==> src/verilog/cfie_map.svh <==
// Offsets, field positions, reset values and limits of the CPU inject/extract block
`ifndef CFIE_MAP_SVH
`define CFIE_MAP_SVH
// Register byte offsets
`define CFIE_A_QCFG 6'h00
`define CFIE_A_SCMASK 6'h20
`define CFIE_A_GRP 6'h24
`define CFIE_A_STAT 6'h28
`define CFIE_A_XDATA 6'h2C
`define CFIE_A_XFLAG 6'h30
`define CFIE_A_IHDR0 6'h34
`define CFIE_A_IHDR1 6'h38
// Queue map entry fields
`define CFIE_Q_PORT 3:0
`define CFIE_Q_CPE 4
`define CFIE_Q_PRIO 7:5
// Group configuration fields
`define CFIE_G_MODE 0
`define CFIE_G_THR 6:4
// Injection header fields
`define CFIE_H_PT 2:0
`define CFIE_H_MASQ 3
`define CFIE_H_MODE 4
`define CFIE_H_DEST 8:5
`define CFIE_H_SRC 12:9
`define CFIE_H_AUTO 13
`define CFIE_H_ENC 21:14
`define CFIE_H_PMASK 31:22
// Reset values
`define CFIE_QCFG_RST 8'h0A
`define CFIE_SCMASK_RST 8'hFF
`define CFIE_THR_RST 3'h4
// Constants
`define CFIE_CPU_PORT0 4'hA
`define CFIE_PT_BYPASS_ALL 3'h7
`define CFIE_SBH_LAST 3'h6
`define CFIE_QDEPTH 3'h4
`endif

==> src/verilog/cfie_pkg.sv <==
// Types of the CPU inject/extract block
package cfie_pkg;
  // Extraction header sequencer states
  typedef enum logic [1:0] {SQ_IDLE, SQ_PHDR, SQ_SBH} cfie_seq_type;
  // Queued descriptor: reason, classification, frame id
  typedef logic [55:0] cfie_desc_type;
  // Stream word: port, last flag, data
  typedef logic [36:0] cfie_word_type;
endpackage

==> src/verilog/cfie_top.sv <==
// CPU frame injection and extraction core
//
// Our own choices: the register offsets and the plain strobed port.
`timescale 1ns/1ps
`include "cfie_map.svh"

//Behaviour
//RL1: Eight extraction queues, each mapped by its entry to a CPU or front port.
//RL2: Each queue may use a programmed egress priority when copy priority is enabled.
//RL3: Per port, next frame chosen by strict priority among its queues.
//RL4: Two injection groups forward into the analyzer in parallel.
//RL5: Injection and extraction reachable by DMA stream and by register access.
//RL6: Injected frames skip every stage before the named inject point.
//RL7: Analyzer done point bypasses analyzer; destination comes from header field.
//RL8: Unicast goes to one named port with encapsulation carried when selected.
//RL9: Multicast goes to port mask, encapsulation forced zero, analyzer bypassed.
//RL10: Masqueraded frames are processed as received on the masquerade source port; for multicast the core keeps ANA_SRC but clears ANA_MASQ.
//RL11: Several queues selected: only highest copy unless single-copy mask clears it.
//RL12: Every extracted frame gets a 28-byte side-band header ahead.
//RL13: Group mode adds a 4-byte port header ahead of the side-band header.
//RL14: Queues obey CPU threshold and shared queue system room.
//RL15: Rewriter and up-endpoint copies loop back through the analyzer.
//RL16: Auto-inject flag hands the frame to the automatic injector.
//RL17: Automatic injector frames go direct to egress or masqueraded.
//RL18: Side-band header carries classification and extraction reason.
//RL19: Each queue delivers frames in arrival order.
module cfie_top
  import cfie_pkg::*;
(
  // Clock and reset
  input logic CLK_SYS,
  input logic SYS_RST,
  // Register port
  input logic [5:0] REG_ADDR,
  input logic [31:0] REG_WDATA,
  input logic REG_WR,
  input logic REG_RD,
  output logic [31:0] REG_RDATA,
  // Extraction requests from the forwarding logic
  input logic XTR_REQ,
  input logic [7:0] XTR_QMASK,
  input logic [31:0] XTR_CLASS,
  input logic [7:0] XTR_REASON,
  input logic [15:0] XTR_FRAME_ID,
  input logic SHARED_OK,
  output logic XTR_DROP,
  // Extraction stream to the frame DMA
  output logic DMA_VALID,
  output logic [31:0] DMA_DATA,
  output logic DMA_LAST,
  output logic [3:0] DMA_PORT,
  input logic DMA_READY,
  // Injection: groups 0 and 1, index 2 is the automatic injector
  input logic [2:0] INJ_VALID,
  input logic [95:0] INJ_HDR,
  output logic [2:0] ANA_VALID,
  output logic [23:0] ANA_SKIP,
  output logic [2:0] ANA_BYPASS,
  output logic [35:0] ANA_DEST,
  output logic [11:0] ANA_SRC,
  output logic [23:0] ANA_ENCOPS,
  output logic [2:0] ANA_MASQ,
  output logic [1:0] AUTO_TAKE,
  // Loop back of rewriter and up-endpoint copies
  input logic LOOP_VALID,
  input logic [15:0] LOOP_ID,
  output logic REANA_VALID,
  output logic [15:0] REANA_ID
);
  import cfie_pkg::*;

  // ************************************************************
  // Register file
  // ************************************************************
  logic [7:0] qcfg_q [8];
  logic [7:0] scmask_q;
  logic [7:0] grp_q;
  logic [15:0] drops_q;
  logic [31:0] ihdr_q [2];
  logic [1:0] igo_q;
  logic [31:0] rdata_q;
  wire wr_qcfg = REG_WR & ~REG_ADDR[5];
  wire wr_scm = REG_WR & (REG_ADDR == `CFIE_A_SCMASK);
  wire wr_grp = REG_WR & (REG_ADDR == `CFIE_A_GRP);
  wire wr_ih0 = REG_WR & (REG_ADDR == `CFIE_A_IHDR0);
  wire wr_ih1 = REG_WR & (REG_ADDR == `CFIE_A_IHDR1);
  wire xtr_rd = REG_RD & (REG_ADDR == `CFIE_A_XDATA);
  wire [2:0] thr = grp_q[`CFIE_G_THR];

  // Configuration writes
  always_ff @(posedge CLK_SYS)
  begin
    if (SYS_RST)
    begin
      for (int i = 0; i < 8; i++)
        qcfg_q[i] <= `CFIE_QCFG_RST;
      scmask_q <= `CFIE_SCMASK_RST;
      grp_q <= {1'b0, `CFIE_THR_RST, 4'h0};
    end
    else
    begin
      if (wr_qcfg)
        qcfg_q[REG_ADDR[4:2]] <= REG_WDATA[7:0]; // RL1 RL2
      if (wr_scm)
        scmask_q <= REG_WDATA[7:0];
      if (wr_grp)
        grp_q <= {1'b0, REG_WDATA[6:4], 3'h0, REG_WDATA[0]};
    end
  end

  // ************************************************************
  // Extraction queues
  // ************************************************************
  logic [7:0] nonempty;
  logic [7:0] room;
  logic [7:0] same_last;
  logic [2:0] eff_prio [8];
  cfie_desc_type qhead [8];
  logic [7:0] q_pop;
  logic [3:0] last_port_q;

  // Copy selection: masked queues keep only the highest one
  wire [7:0] one_set = XTR_QMASK & scmask_q;
  logic [7:0] top_one;
  always_comb
  begin
    top_one = 8'h00;
    for (int i = 0; i < 8; i++)
      if (one_set[i])
        top_one = 8'h01 << i; // RL11
  end
  wire [7:0] enq_sel = XTR_REQ ? ((XTR_QMASK & ~scmask_q) | top_one) : 8'h00;
  wire [7:0] enq = enq_sel & room;
  wire drop_ev = |(enq_sel & ~room);

  // Drop counter and drop pulse
  always_ff @(posedge CLK_SYS)
  begin
    if (SYS_RST)
    begin
      drops_q <= 16'h0000;
      XTR_DROP <= 1'b0;
    end
    else
    begin
      XTR_DROP <= drop_ev; // RL14
      if (drop_ev)
        drops_q <= drops_q + 16'h0001;
    end
  end

  // One FIFO of descriptors per queue
  generate
    for (genvar g = 0; g < 8; g++)
    begin : g_q
      cfie_desc_type mem [4];
      logic [1:0] wp_q;
      logic [1:0] rp_q;
      logic [2:0] cnt_q;
      assign nonempty[g] = cnt_q != 3'h0;
      assign room[g] = SHARED_OK & (cnt_q < thr) & (cnt_q < `CFIE_QDEPTH); // RL14
      assign qhead[g] = mem[rp_q];
      assign same_last[g] = qcfg_q[g][`CFIE_Q_PORT] == last_port_q;
      assign eff_prio[g] = qcfg_q[g][`CFIE_Q_CPE] ? qcfg_q[g][`CFIE_Q_PRIO] : 3'(g); // RL2
      // Pointers and storage, first in first out
      always_ff @(posedge CLK_SYS)
      begin
        if (SYS_RST)
        begin
          wp_q <= 2'h0;
          rp_q <= 2'h0;
          cnt_q <= 3'h0;
        end
        else
        begin
          if (enq[g])
          begin
            mem[wp_q] <= {XTR_REASON, XTR_CLASS, XTR_FRAME_ID};
            wp_q <= wp_q + 2'h1;
          end
          if (q_pop[g])
            rp_q <= rp_q + 2'h1; // RL19
          cnt_q <= cnt_q + {2'h0, enq[g]} - {2'h0, q_pop[g]};
        end
      end
    end
  endgenerate

  // ************************************************************
  // Port selection
  // ************************************************************
  wire other_any = |(nonempty & ~same_last);
  wire [7:0] cand = nonempty & (other_any ? ~same_last : 8'hFF);
  logic best_v;
  logic [5:0] best_k;
  logic [2:0] best_q;
  // Highest priority among candidates; a port's queues compete strictly
  always_comb
  begin
    best_v = 1'b0;
    best_k = 6'h00;
    best_q = 3'h0;
    for (int i = 0; i < 8; i++)
      if (cand[i] && (!best_v || {eff_prio[i], 3'(i)} > best_k))
      begin
        best_v = 1'b1;
        best_k = {eff_prio[i], 3'(i)}; // RL3
        best_q = 3'(i);
      end
  end

  // ************************************************************
  // Header sequencer
  // ************************************************************
  cfie_seq_type st_q;
  cfie_desc_type cur_q;
  logic [2:0] curq_q;
  logic [3:0] port_q;
  logic [2:0] idx_q;
  logic tv_q;
  wire start = (st_q == SQ_IDLE) & best_v;
  assign q_pop = start ? (8'h01 << best_q) : 8'h00;
  wire push = (st_q != SQ_IDLE) & ~tv_q;
  wire [31:0] sbh_w = (idx_q == 3'h0) ? cur_q[47:16] :
                      (idx_q == 3'h1) ? {16'h0000, cur_q[55:48], 5'h00, curq_q} :
                      (idx_q == 3'h2) ? {16'h0000, cur_q[15:0]} : 32'h0000_0000; // RL18
  wire is_last = (st_q == SQ_SBH) & (idx_q == `CFIE_SBH_LAST);
  wire [31:0] pw_data = (st_q == SQ_PHDR) ? {28'h000_0000, port_q} : sbh_w; // RL13
  wire [36:0] pw = {port_q, is_last, pw_data};

  // Sequencer: optional port word, then seven side-band words
  always_ff @(posedge CLK_SYS)
  begin
    if (SYS_RST)
    begin
      st_q <= SQ_IDLE;
      cur_q <= '0;
      curq_q <= 3'h0;
      port_q <= 4'h0;
      idx_q <= 3'h0;
      last_port_q <= 4'h0;
    end
    else
    begin
      unique case (st_q)
        SQ_IDLE:
          if (start)
          begin
            cur_q <= qhead[best_q];
            curq_q <= best_q;
            port_q <= qcfg_q[best_q][`CFIE_Q_PORT]; // RL1
            last_port_q <= qcfg_q[best_q][`CFIE_Q_PORT];
            idx_q <= 3'h0;
            st_q <= grp_q[`CFIE_G_MODE] ? SQ_PHDR : SQ_SBH; // RL13
          end
        SQ_PHDR:
          if (push)
            st_q <= SQ_SBH;
        SQ_SBH:
          if (push)
          begin
            idx_q <= idx_q + 3'h1;
            if (is_last)
              st_q <= SQ_IDLE; // RL12
          end
      endcase
    end
  end

  // ************************************************************
  // Two-entry output buffer
  // ************************************************************
  cfie_word_type hd_q;
  cfie_word_type td_q;
  logic hv_q;
  wire pop = hv_q & (DMA_READY | xtr_rd); // RL5
  // Head always holds the oldest word, tail takes overflow
  always_ff @(posedge CLK_SYS)
  begin
    if (SYS_RST)
    begin
      hv_q <= 1'b0;
      tv_q <= 1'b0;
      hd_q <= '0;
      td_q <= '0;
    end
    else if (pop | ~hv_q)
    begin
      hv_q <= tv_q | push;
      hd_q <= tv_q ? td_q : pw;
      tv_q <= 1'b0;
    end
    else if (push)
    begin
      tv_q <= 1'b1;
      td_q <= pw;
    end
  end
  assign DMA_VALID = hv_q;
  assign DMA_DATA = hd_q[31:0];
  assign DMA_LAST = hd_q[32];
  assign DMA_PORT = hd_q[36:33];

  // ************************************************************
  // Register read and register injection
  // ************************************************************
  // Flags read zero while the buffer is empty, like the data word
  wire [31:0] xflag_w = hv_q ? {26'h000_0000, hd_q[36:33], hd_q[32], 1'b1} : 32'h0000_0000;
  wire [31:0] rd_mux = ~REG_ADDR[5] ? {24'h00_0000, qcfg_q[REG_ADDR[4:2]]} :
                       (REG_ADDR == `CFIE_A_SCMASK) ? {24'h00_0000, scmask_q} :
                       (REG_ADDR == `CFIE_A_GRP) ? {24'h00_0000, grp_q} :
                       (REG_ADDR == `CFIE_A_STAT) ? {8'h00, nonempty, drops_q} :
                       (REG_ADDR == `CFIE_A_XDATA) ? (hv_q ? hd_q[31:0] : 32'h0000_0000) :
                       (REG_ADDR == `CFIE_A_XFLAG) ? xflag_w :
                       (REG_ADDR == `CFIE_A_IHDR0) ? ihdr_q[0] :
                       (REG_ADDR == `CFIE_A_IHDR1) ? ihdr_q[1] : 32'h0000_0000;

  // Read data one cycle after the strobe; header writes arm an injection
  always_ff @(posedge CLK_SYS)
  begin
    if (SYS_RST)
    begin
      rdata_q <= 32'h0000_0000;
      ihdr_q[0] <= 32'h0000_0000;
      ihdr_q[1] <= 32'h0000_0000;
      igo_q <= 2'b00;
    end
    else
    begin
      rdata_q <= REG_RD ? rd_mux : 32'h0000_0000;
      if (wr_ih0)
        ihdr_q[0] <= REG_WDATA;
      if (wr_ih1)
        ihdr_q[1] <= REG_WDATA;
      igo_q[0] <= wr_ih0 | (igo_q[0] & INJ_VALID[0]); // RL5
      igo_q[1] <= wr_ih1 | (igo_q[1] & INJ_VALID[1]);
    end
  end
  assign REG_RDATA = rdata_q;

  // ************************************************************
  // Injection decode, one per source
  // ************************************************************
  generate
    for (genvar k = 0; k < 3; k++)
    begin : g_inj
      logic [31:0] hdr;
      logic v;
      logic av_q;
      logic by_q;
      logic mq_q;
      logic [7:0] sk_q;
      logic [11:0] ds_q;
      logic [3:0] sr_q;
      logic [7:0] en_q;
      if (k < 2)
      begin : g_grp
        assign hdr = INJ_VALID[k] ? INJ_HDR[32*k +: 32] : ihdr_q[k];
        assign v = INJ_VALID[k] | igo_q[k];
      end
      else
      begin : g_auto
        assign hdr = INJ_HDR[64 +: 32];
        assign v = INJ_VALID[2];
      end
      wire [2:0] pt = hdr[`CFIE_H_PT];
      wire masq = hdr[`CFIE_H_MASQ];
      wire mc = hdr[`CFIE_H_MODE];
      wire to_auto = (k < 2) & hdr[`CFIE_H_AUTO]; // RL16
      wire done = pt == `CFIE_PT_BYPASS_ALL;
      wire [7:0] skip = (8'h01 << pt) - 8'h01; // RL6
      wire [11:0] dest = mc ? {2'b00, hdr[`CFIE_H_PMASK]} : (12'h001 << hdr[`CFIE_H_DEST]); // RL8 RL9
      wire bypass = mc | done | ((k == 2) & ~masq); // RL7 RL9 RL17
      wire [7:0] enc = mc ? 8'h00 : hdr[`CFIE_H_ENC]; // RL9
      wire [3:0] src = masq ? hdr[`CFIE_H_SRC] : `CFIE_CPU_PORT0 + 4'(k); // RL10
      // Registered analyzer request, parallel for every source
      always_ff @(posedge CLK_SYS)
      begin
        if (SYS_RST)
        begin
          av_q <= 1'b0;
          by_q <= 1'b0;
          mq_q <= 1'b0;
          sk_q <= 8'h00;
          ds_q <= 12'h000;
          sr_q <= 4'h0;
          en_q <= 8'h00;
        end
        else
        begin
          av_q <= v & ~to_auto; // RL4
          by_q <= bypass;
          mq_q <= masq & ~mc;
          sk_q <= skip;
          ds_q <= dest;
          sr_q <= src;
          en_q <= enc;
        end
      end
      assign ANA_VALID[k] = av_q;
      assign ANA_BYPASS[k] = by_q;
      assign ANA_MASQ[k] = mq_q;
      assign ANA_SKIP[8*k +: 8] = sk_q;
      assign ANA_DEST[12*k +: 12] = ds_q;
      assign ANA_SRC[4*k +: 4] = sr_q;
      assign ANA_ENCOPS[8*k +: 8] = en_q;
    end
  endgenerate

  // ************************************************************
  // Automatic injector hand-off and loop back
  // ************************************************************
  always_ff @(posedge CLK_SYS)
  begin
    if (SYS_RST)
    begin
      AUTO_TAKE <= 2'b00;
      REANA_VALID <= 1'b0;
      REANA_ID <= 16'h0000;
    end
    else
    begin
      AUTO_TAKE[0] <= g_inj[0].v & g_inj[0].to_auto; // RL16
      AUTO_TAKE[1] <= g_inj[1].v & g_inj[1].to_auto;
      REANA_VALID <= LOOP_VALID; // RL15
      REANA_ID <= LOOP_ID;
    end
  end
endmodule

==> config.mk <==
export PLATFORM = sky130hd
export DESIGN_NAME = cfie_top
export DESIGN_NICKNAME = d
export VERILOG_FILES = /design/src/verilog/cfie_pkg.sv /design/src/verilog/cfie_top.sv
export VERILOG_INCLUDE_DIRS = /design/src /design/src/verilog
export SDC_FILE = /design/constraint.sdc
export NUM_CORES = 2
export LEC_CHECK = 0
export ABC_AREA = 1
export CAP_MARGIN = 20
export CORE_AREA = 2 2 566 568
export DETAILED_ROUTE_END_ITERATION = 10
export DIE_AREA = 0 0 568 570
export DONT_BUFFER_PORTS = 1
export PLACE_DENSITY = 0.49
export SETUP_SLACK_MARGIN = 0.4
export SLEW_MARGIN = 10
export SYNTH_ARGS = -nofsm -noshare
export SYNTH_HDL_FRONTEND = slang
export SYNTH_SLANG_ARGS = --single-unit
==> constraint.sdc <==
create_clock -name CLK_SYS -period 12.6 [get_ports CLK_SYS]
set_input_delay 3.15 -clock CLK_SYS [delete_from_list [all_inputs] [get_ports CLK_SYS]]
set_output_delay 3.15 -clock CLK_SYS [all_outputs]
set_load 0.01 [all_outputs]
======== Yosys cells after proc, flatten, opt, wreduce, memory -nomap -nowiden ========
Memory sizes are Yosys's and may differ from the RTL's. A register that Yosys moved wholly into a read port is not among the register bits.
Cells that the tools add are included.
operators by class
  add/subtract/negate cells ............... 37
  $mul .................................... 0
  divide/modulo/power cells ............... 0
  $lt $le $gt $ge ......................... 24
  equality and inequality tests ........... 27
  shift-type cells ........................ 7
  muxes and demuxes ....................... 132
  bitwise operators ....................... 72
  reductions and logical operators ........ 50
operators by type and width
  cell                    count
  $mux W32                11
  $bmux W56 S3            1
  $mux W56                2
  $mux W8                 14
  $mux W3                 17
  $and A8 B8 Y8           6
  $mux W6                 8
  $mux W1                 46
  $eq A6 B6 Y1 const B    7
  $gt A6 B6 Y1            7
  $mux W2                 21
  $mux W37                1
  $shl A1 B4 Y12 const A  3
  $and A1 B1 Y1           35
  $add A2 B1 Y2 const B   16
  $eq A4 B4 Y1            8
  $mux W16                2
  $shl A1 B3 Y8 const A   4
  $mux W10                3
  $add A3 B1 Y3           8
  $lt A3 B3 Y1            8
  $lt A3 B3 Y1 const B    8
  $mux W24                1
  $not A8 Y8              3
  other kinds (32)        109
storage, ports and cells
  flip-flop bits (word level) ............. 383
  latch bits .............................. 0
  bits in writable memories ............... 1,920
  memory bits (read-only) ................. 0
  input bits .............................. 225
  output and inout port bits .............. 195
  logic and storage cells ................. 429
  memories ................................ 10
memory list
  memory       depth  width  read ports  clocked after Yosys merged registers in  write ports  line             source
  g_q[0].mem   4      56     1           1                                        1            cfie_top.sv:156  cfie_desc_type mem [4];
  g_q[1].mem   4      56     1           1                                        1            cfie_top.sv:156
  g_q[2].mem   4      56     1           1                                        1            cfie_top.sv:156
  g_q[3].mem   4      56     1           1                                        1            cfie_top.sv:156
  g_q[4].mem   4      56     1           1                                        1            cfie_top.sv:156
  g_q[5].mem   4      56     1           1                                        1            cfie_top.sv:156
  +4 memories  --     --     --          --                                       --           --

======== Logic depth before layout (Yosys ltp) ========
An unclocked memory read counts as a cell.
  depth after elaboration ................. 40
  depth in mapped cells ................... 77
  gate-level depth less buffers ........... 76

======== Worst setup path before layout ========
No wires, ideal clock.
  path type ............................... register -> register
  start point ............................. reg g_q[2].cnt_q[1]
  end point ............................... reg g_q[7].cnt_q[2]
  setup time .............................. 0.128 ns
  arrival ................................. 9.981 ns
  required time ........................... 12.472 ns
  slack ................................... 2.492 ns
  cell stages (with the launch flop) ...... 61
  path buffers ............................ 4
  path through ............................ dfxtp_1 or3_1 nand2_1 nand2_1 nor2_2 nand2_2 nand2_2 nand2_2 inv_1 nand3_1 ha_1 a21o_1 nor2_2 nand2_2 nand2_2 o21ai_0 ha_1 a211oi_1 [25 not listed] buf_2 o21ai_0 ha_1 nand2_1 nor2_1 a211oi_1 a21oi_2 inv_2 clkbuf_1 buf_4 buf_2 nor2_2 ha_1 inv_1 ha_1 fa_1 xor2_1 nor2_1
on the way
  cells in the longest elaborated chain, start to end .. 37
RTL lines
  what                                              line                              source
  start, declared                                   cfie_top.sv:159                   logic [2:0] cnt_q;
  start signal, assigned                            cfie_top.sv:183                   cnt_q <= cnt_q + {2'h0, enq[g]} - {2'h0, q_pop[g]};
  $reduce_bool A3 Y1 (*)                            cfie_top.sv:160                   assign nonempty[g] = cnt_q != 3'h0;
  $and A8 B8 Y8                                     cfie_top.sv:192                   wire other_any = |(nonempty & ~same_last);
  $reduce_or A8 Y1                                  cfie_top.sv:192
  $mux W8                                           cfie_top.sv:193                   wire [7:0] cand = nonempty & (other_any ? ~same_last : 8'hFF);
  $and A8 B8 Y8 (*)                                 cfie_top.sv:193
  $mux W6 or $mux W1 (tied branches)                cfie_top.sv:204                   if (cand[i] && (!best_v || {eff_prio[i], 3'(i)} > best_k))
  $gt A6 B6 Y1 or $logic_not A1 Y1 (tied branches)  cfie_top.sv:204
  $logic_or A1 B1 Y1                                cfie_top.sv:204
  [22 not listed]                                   --
  $gt A6 B6 Y1 or $logic_not A1 Y1 (tied branches)  cfie_top.sv:204
  $logic_or A1 B1 Y1                                cfie_top.sv:204
  $logic_and A1 B1 Y1                               cfie_top.sv:204
  $mux W3 or $mux W1 (tied branches)                cfie_top.sv:204
  $shl A1 B3 Y8 or $and A1 B1 Y1 (tied branches)    cfie_top.sv:222, cfie_top.sv:221
  $mux W8 (*)                                       cfie_top.sv:222                   assign q_pop = start ? (8'h01 << best_q) : 8'h00;
  net q_pop[7]                                      cfie_top.sv:119                   logic [7:0] q_pop;
  $sub A3 B1 Y3 (*)                                 cfie_top.sv:183
  end signal, assigned                              cfie_top.sv:183
  end, declared                                     cfie_top.sv:159
Mark *: on every way through the listed nets, which the timed path passes. The rest lies on a longest branch.
A chain may end at the register's enable or synchronous reset.

==> out/results.md <==
• worst reg2reg endpoint: g_q[0].cnt_q[2]
• final wirelength: 338 mm
• Floorplan Core Area: 317,000 sq um
• total of hold buffers inserted after clock tree synthesis: 0
• post-route setup TNS: 0 ps
• most numerous cell on the critical path: nand2_1
• global-route congestion overflow total: 0
• Root Buffer Master: clkbuf_16
• Seq/Total Area, Yosys: 0.693
• launching point of the worst reg2reg path: port_q[1]
• kind of capture point of the worst setup path: flip-flop
• final period utilization: 0.898
• Post-DP HPWL: 205 mm
• clock edge transition at the registers on the reported setup and hold paths: 60 ps
• latest clock arrival within the worst-skew pair: 900 ps
• maximum buffer depth of the clock tree: 4
• DRC Markers: 0
• Pins Over Slew Limit: 0
• effective utilization at floorplan: 0.299
• proportion of register bits with asynchronous set or reset after synthesis: 0
• R2R cell count: 64
• top cell type's share of synthesized area: 0.608
• count of final hold-check violations: 0
• core occupancy in the finished layout: 0.341
• average cell area after synthesis: 11.1 sq um
• top area cells in the synthesized netlist: edfxtp_1, dfxtp_1, o21ai_0
• full die area: 324,000 sq um
• die width: 568 microns
• post-placement cell area: 99,400 sq um
• Synth warnings: 0
• crit path time final: 11,320 ps
• stage delay of the slowest cell on the critical path: 550 ps
• Layout Skew: 70.2 ps
• run status: complete, no violations
• endpoint arrival time on the critical path: 12,080 ps
• number of standard cells in the final layout excluding fillers: 12.8k
• vias in the first global route: 64.2k
• level count of the clock H-tree: 5
• peak fanout along the critical path: 12
• required time of the critical path: 13,360 ps
• die height: 570 microns
• floorplan row count: 207
• register-to-register path setup slack: 1280 ps
• first-pass GRT wire length: 476 mm
• worst-margin pin slew: 1240 ps
• total of endpoints with negative setup slack in the final report: 0
• Inst Count DP: 12.3k
• largest net degree at the start of global routing: 111
• class of the most critical hold timing path: reg2reg
• number of synthesized flops with an enable pin: 1,920
• post-route cell area: 108,000 sq um
• count of vias placed by the detailed router: 67.1k
• Worst Hold Endpoint: td_q[15]
• final antenna-violating net count: 0
• final RePlAce weighted congestion: 0.915
• number of detailed-route iterations in the first pass: 6
• Netlist cell types: 63
• Max-cap violations: 0
• largest area contributor in the synthesized netlist: edfxtp_1
• Crit Path Class: reg2reg
• maximum operating frequency: 0.0884 GHz
• Total Routing Usage GR: 0.202
• clock buffer count from CTS: 273
• CP max stage cell: nor2_4
• average wire per standard cell: 26.3 microns
• instance count of the mapped netlist: 8,522
• TritonCTS Sinks: 2,323
• Most used DFF post-synth: edfxtp_1
• ratio of routed vias to standard cells: 5.22
• unrepaired setup endpoints after global routing: false
• Top Ports: 420
• synthesized area: 94,800 sq um
• register bit total from synthesis: 2,323
• layout cell share with drive strength beyond 1: 0.0808
• worst slew margin relative to its limit: 0.168
• number of violations reported at the end of detailed-routing iteration 0: 6,624
• CTS tree: built
• layout-stage area growth over the synthesis result: 14.2%
• number of cells on the worst hold path: 2
• launch point of the worst hold path: td_q[15]
• count of nets after finishing: 8,770
• number of antenna violations at the first check in global routing: 29
• crit start category: flip-flop
• IO buf count: 0
sequential cells by signal, indices dropped and copies added (netlist names), 4 cells and up, named ones only:
register / flops
grp_q: 4
g_inj.sr_q: 12
hd_q: 37
td_q: 37
g_q.cnt_q: 24
g_inj.ds_q: 36
g_inj.sk_q: 24
cur_q: 56
qcfg_q: 64
drops_q: 16
g_q.rp_q: 16
g_q.wp_q: 16
port_q: 4
g_inj.en_q: 24
ihdr_q: 64
scmask_q: 8
g_q.mem: 1792
REG_RDATA: 32
REANA_ID: 16
Yosys cell counts (5+ instances only):
| cell | instances |
|---|---|
| edfxtp_1 | 1920 |
| nand2_1 | 1353 |
| nor2_1 | 1212 |
| o21ai_0 | 1071 |
| inv_1 | 448 |
| o22ai_1 | 445 |
| clkbuf_1 | 410 |
| dfxtp_1 | 403 |
| nand3_1 | 395 |
| a21oi_1 | 286 |
| ha_1 | 93 |
| buf_2 | 45 |
| a31oi_1 | 39 |
| a32o_1 | 39 |
| nor3_1 | 35 |
| o211ai_1 | 33 |
| buf_1 | 24 |
| buf_4 | 24 |
| nand4_1 | 22 |
| nor2_2 | 19 |
| or2_2 | 19 |
| clkinv_1 | 14 |
| a22oi_1 | 13 |
| inv_2 | 13 |
| buf_6 | 12 |
| nand2_2 | 12 |
| a211oi_1 | 11 |
| o21ai_1 | 11 |
| mux2i_1 | 10 |
| xor2_1 | 9 |
| fa_1 | 8 |
| o32ai_1 | 8 |
| a221oi_1 | 6 |
| o21bai_1 | 6 |
| nor4_1 | 5 |
repair_timing:
item,4_1_cts,5_1_grt
endpoints found under the setup margin,16,77
setup buffers,0,10
cloned,0,1
pin swaps,0,3
resized for setup,6,26
cells by family after synthesis:
group	count (synthesis)	share of synthesized area
AND/OR/NAND/NOR	3092	0.132
flip-flops	2323	0.693
AO/OA/AOI/OAI	1990	0.117
buffers and inverters	992	0.0421
adder cells (fa/ha/maj)	101	0.0140
XOR/XNOR	13	0.00120
multiplexers	10	0.00106
other	1	0.0000396
through the flow:
step / hold slack (ps) / setup slack, ps
after detailed placement: 444 / 55.8
after global routing: 474 / 439
after CTS: 452 / 514
after floorplan: 424 / 2490
final: 449 / 1280
after global placement: 437 / 116
worst max-delay path by stage:
stage                                from         endpoint  slack [ps]  cells past startpoint
after CTS                       port_q[0]  g_q[2].cnt_q[2]         510                     67
after global routing            port_q[3]  g_q[0].cnt_q[2]         440                     68
after detailed placement        port_q[1]  g_q[5].cnt_q[2]          60                     64
after global placement          port_q[0]  g_q[2].cnt_q[2]         120                     67
final                           port_q[1]  g_q[0].cnt_q[2]        1280                     64
after floorplan           g_q[2].cnt_q[1]  g_q[7].cnt_q[2]        2490                     60
layer usage:
layer | up-vias | GRT usage | wire length, microns | share of wire
met5 | - | 0 | 48 | 0.00014
met4 | 6 | 0.0770 | 13800 | 0.041
met3 | 602 | 0.0325 | 25800 | 0.076
met2 | 2744 | 0.336 | 159000 | 0.47
met1 | 33700 | 0.263 | 139000 | 0.41
li1 | 30000 | - | - | -
placed cells by master (no fill, tap or decap), types with 11 or more instances in the layout:
cell / count
ha_1: 93
o22ai_1: 445
inv_1: 431
clkbuf_16: 279
a32o_1: 39
inv_2: 12
nand2_1: 1347
buf_4: 156
clkinv_2: 46
dfxtp_4: 11
nand2_2: 17
edfxtp_1: 1920
o211ai_1: 33
o21ai_0: 1068
or2_2: 19
nand3_1: 395
nand4_1: 22
clkinv_1: 62
nor2_2: 20
nor3_1: 33
a22oi_1: 13
a31oi_1: 37
nor2_4: 40
clkbuf_8: 13
dfxtp_1: 384
nor2_1: 1173
a21oi_1: 286
bufinv_16: 14
clkbuf_1: 77
o21ai_1: 13
critical path, delay by kind of cell (launching register included):
family | cells | cell delay [ps]
AOI/OAI and AO/OA | 17 | 3260
DFF | 1 | 430
xor gates and xnor gates | 2 | 380
and+or+nand+nor | 31 | 3620
buffers and inverters | 4 | 520
adders and majority gates | 10 | 2970
cell type report:
cell class	instances	area, sq um
diodes	2	5.00
clock buffers	369	7450
clock inverters	128	1220
fillers	31500	209000
inverters	475	1830
multi-input cells	5210	25500
flip-flops and latches	2323	65800
well taps	4180	5230
repair buffers	161	1270
Power is left out: the tool's default activity adds up to more than one toggle a clock period on the data nets, which glitch-free logic cannot reach.
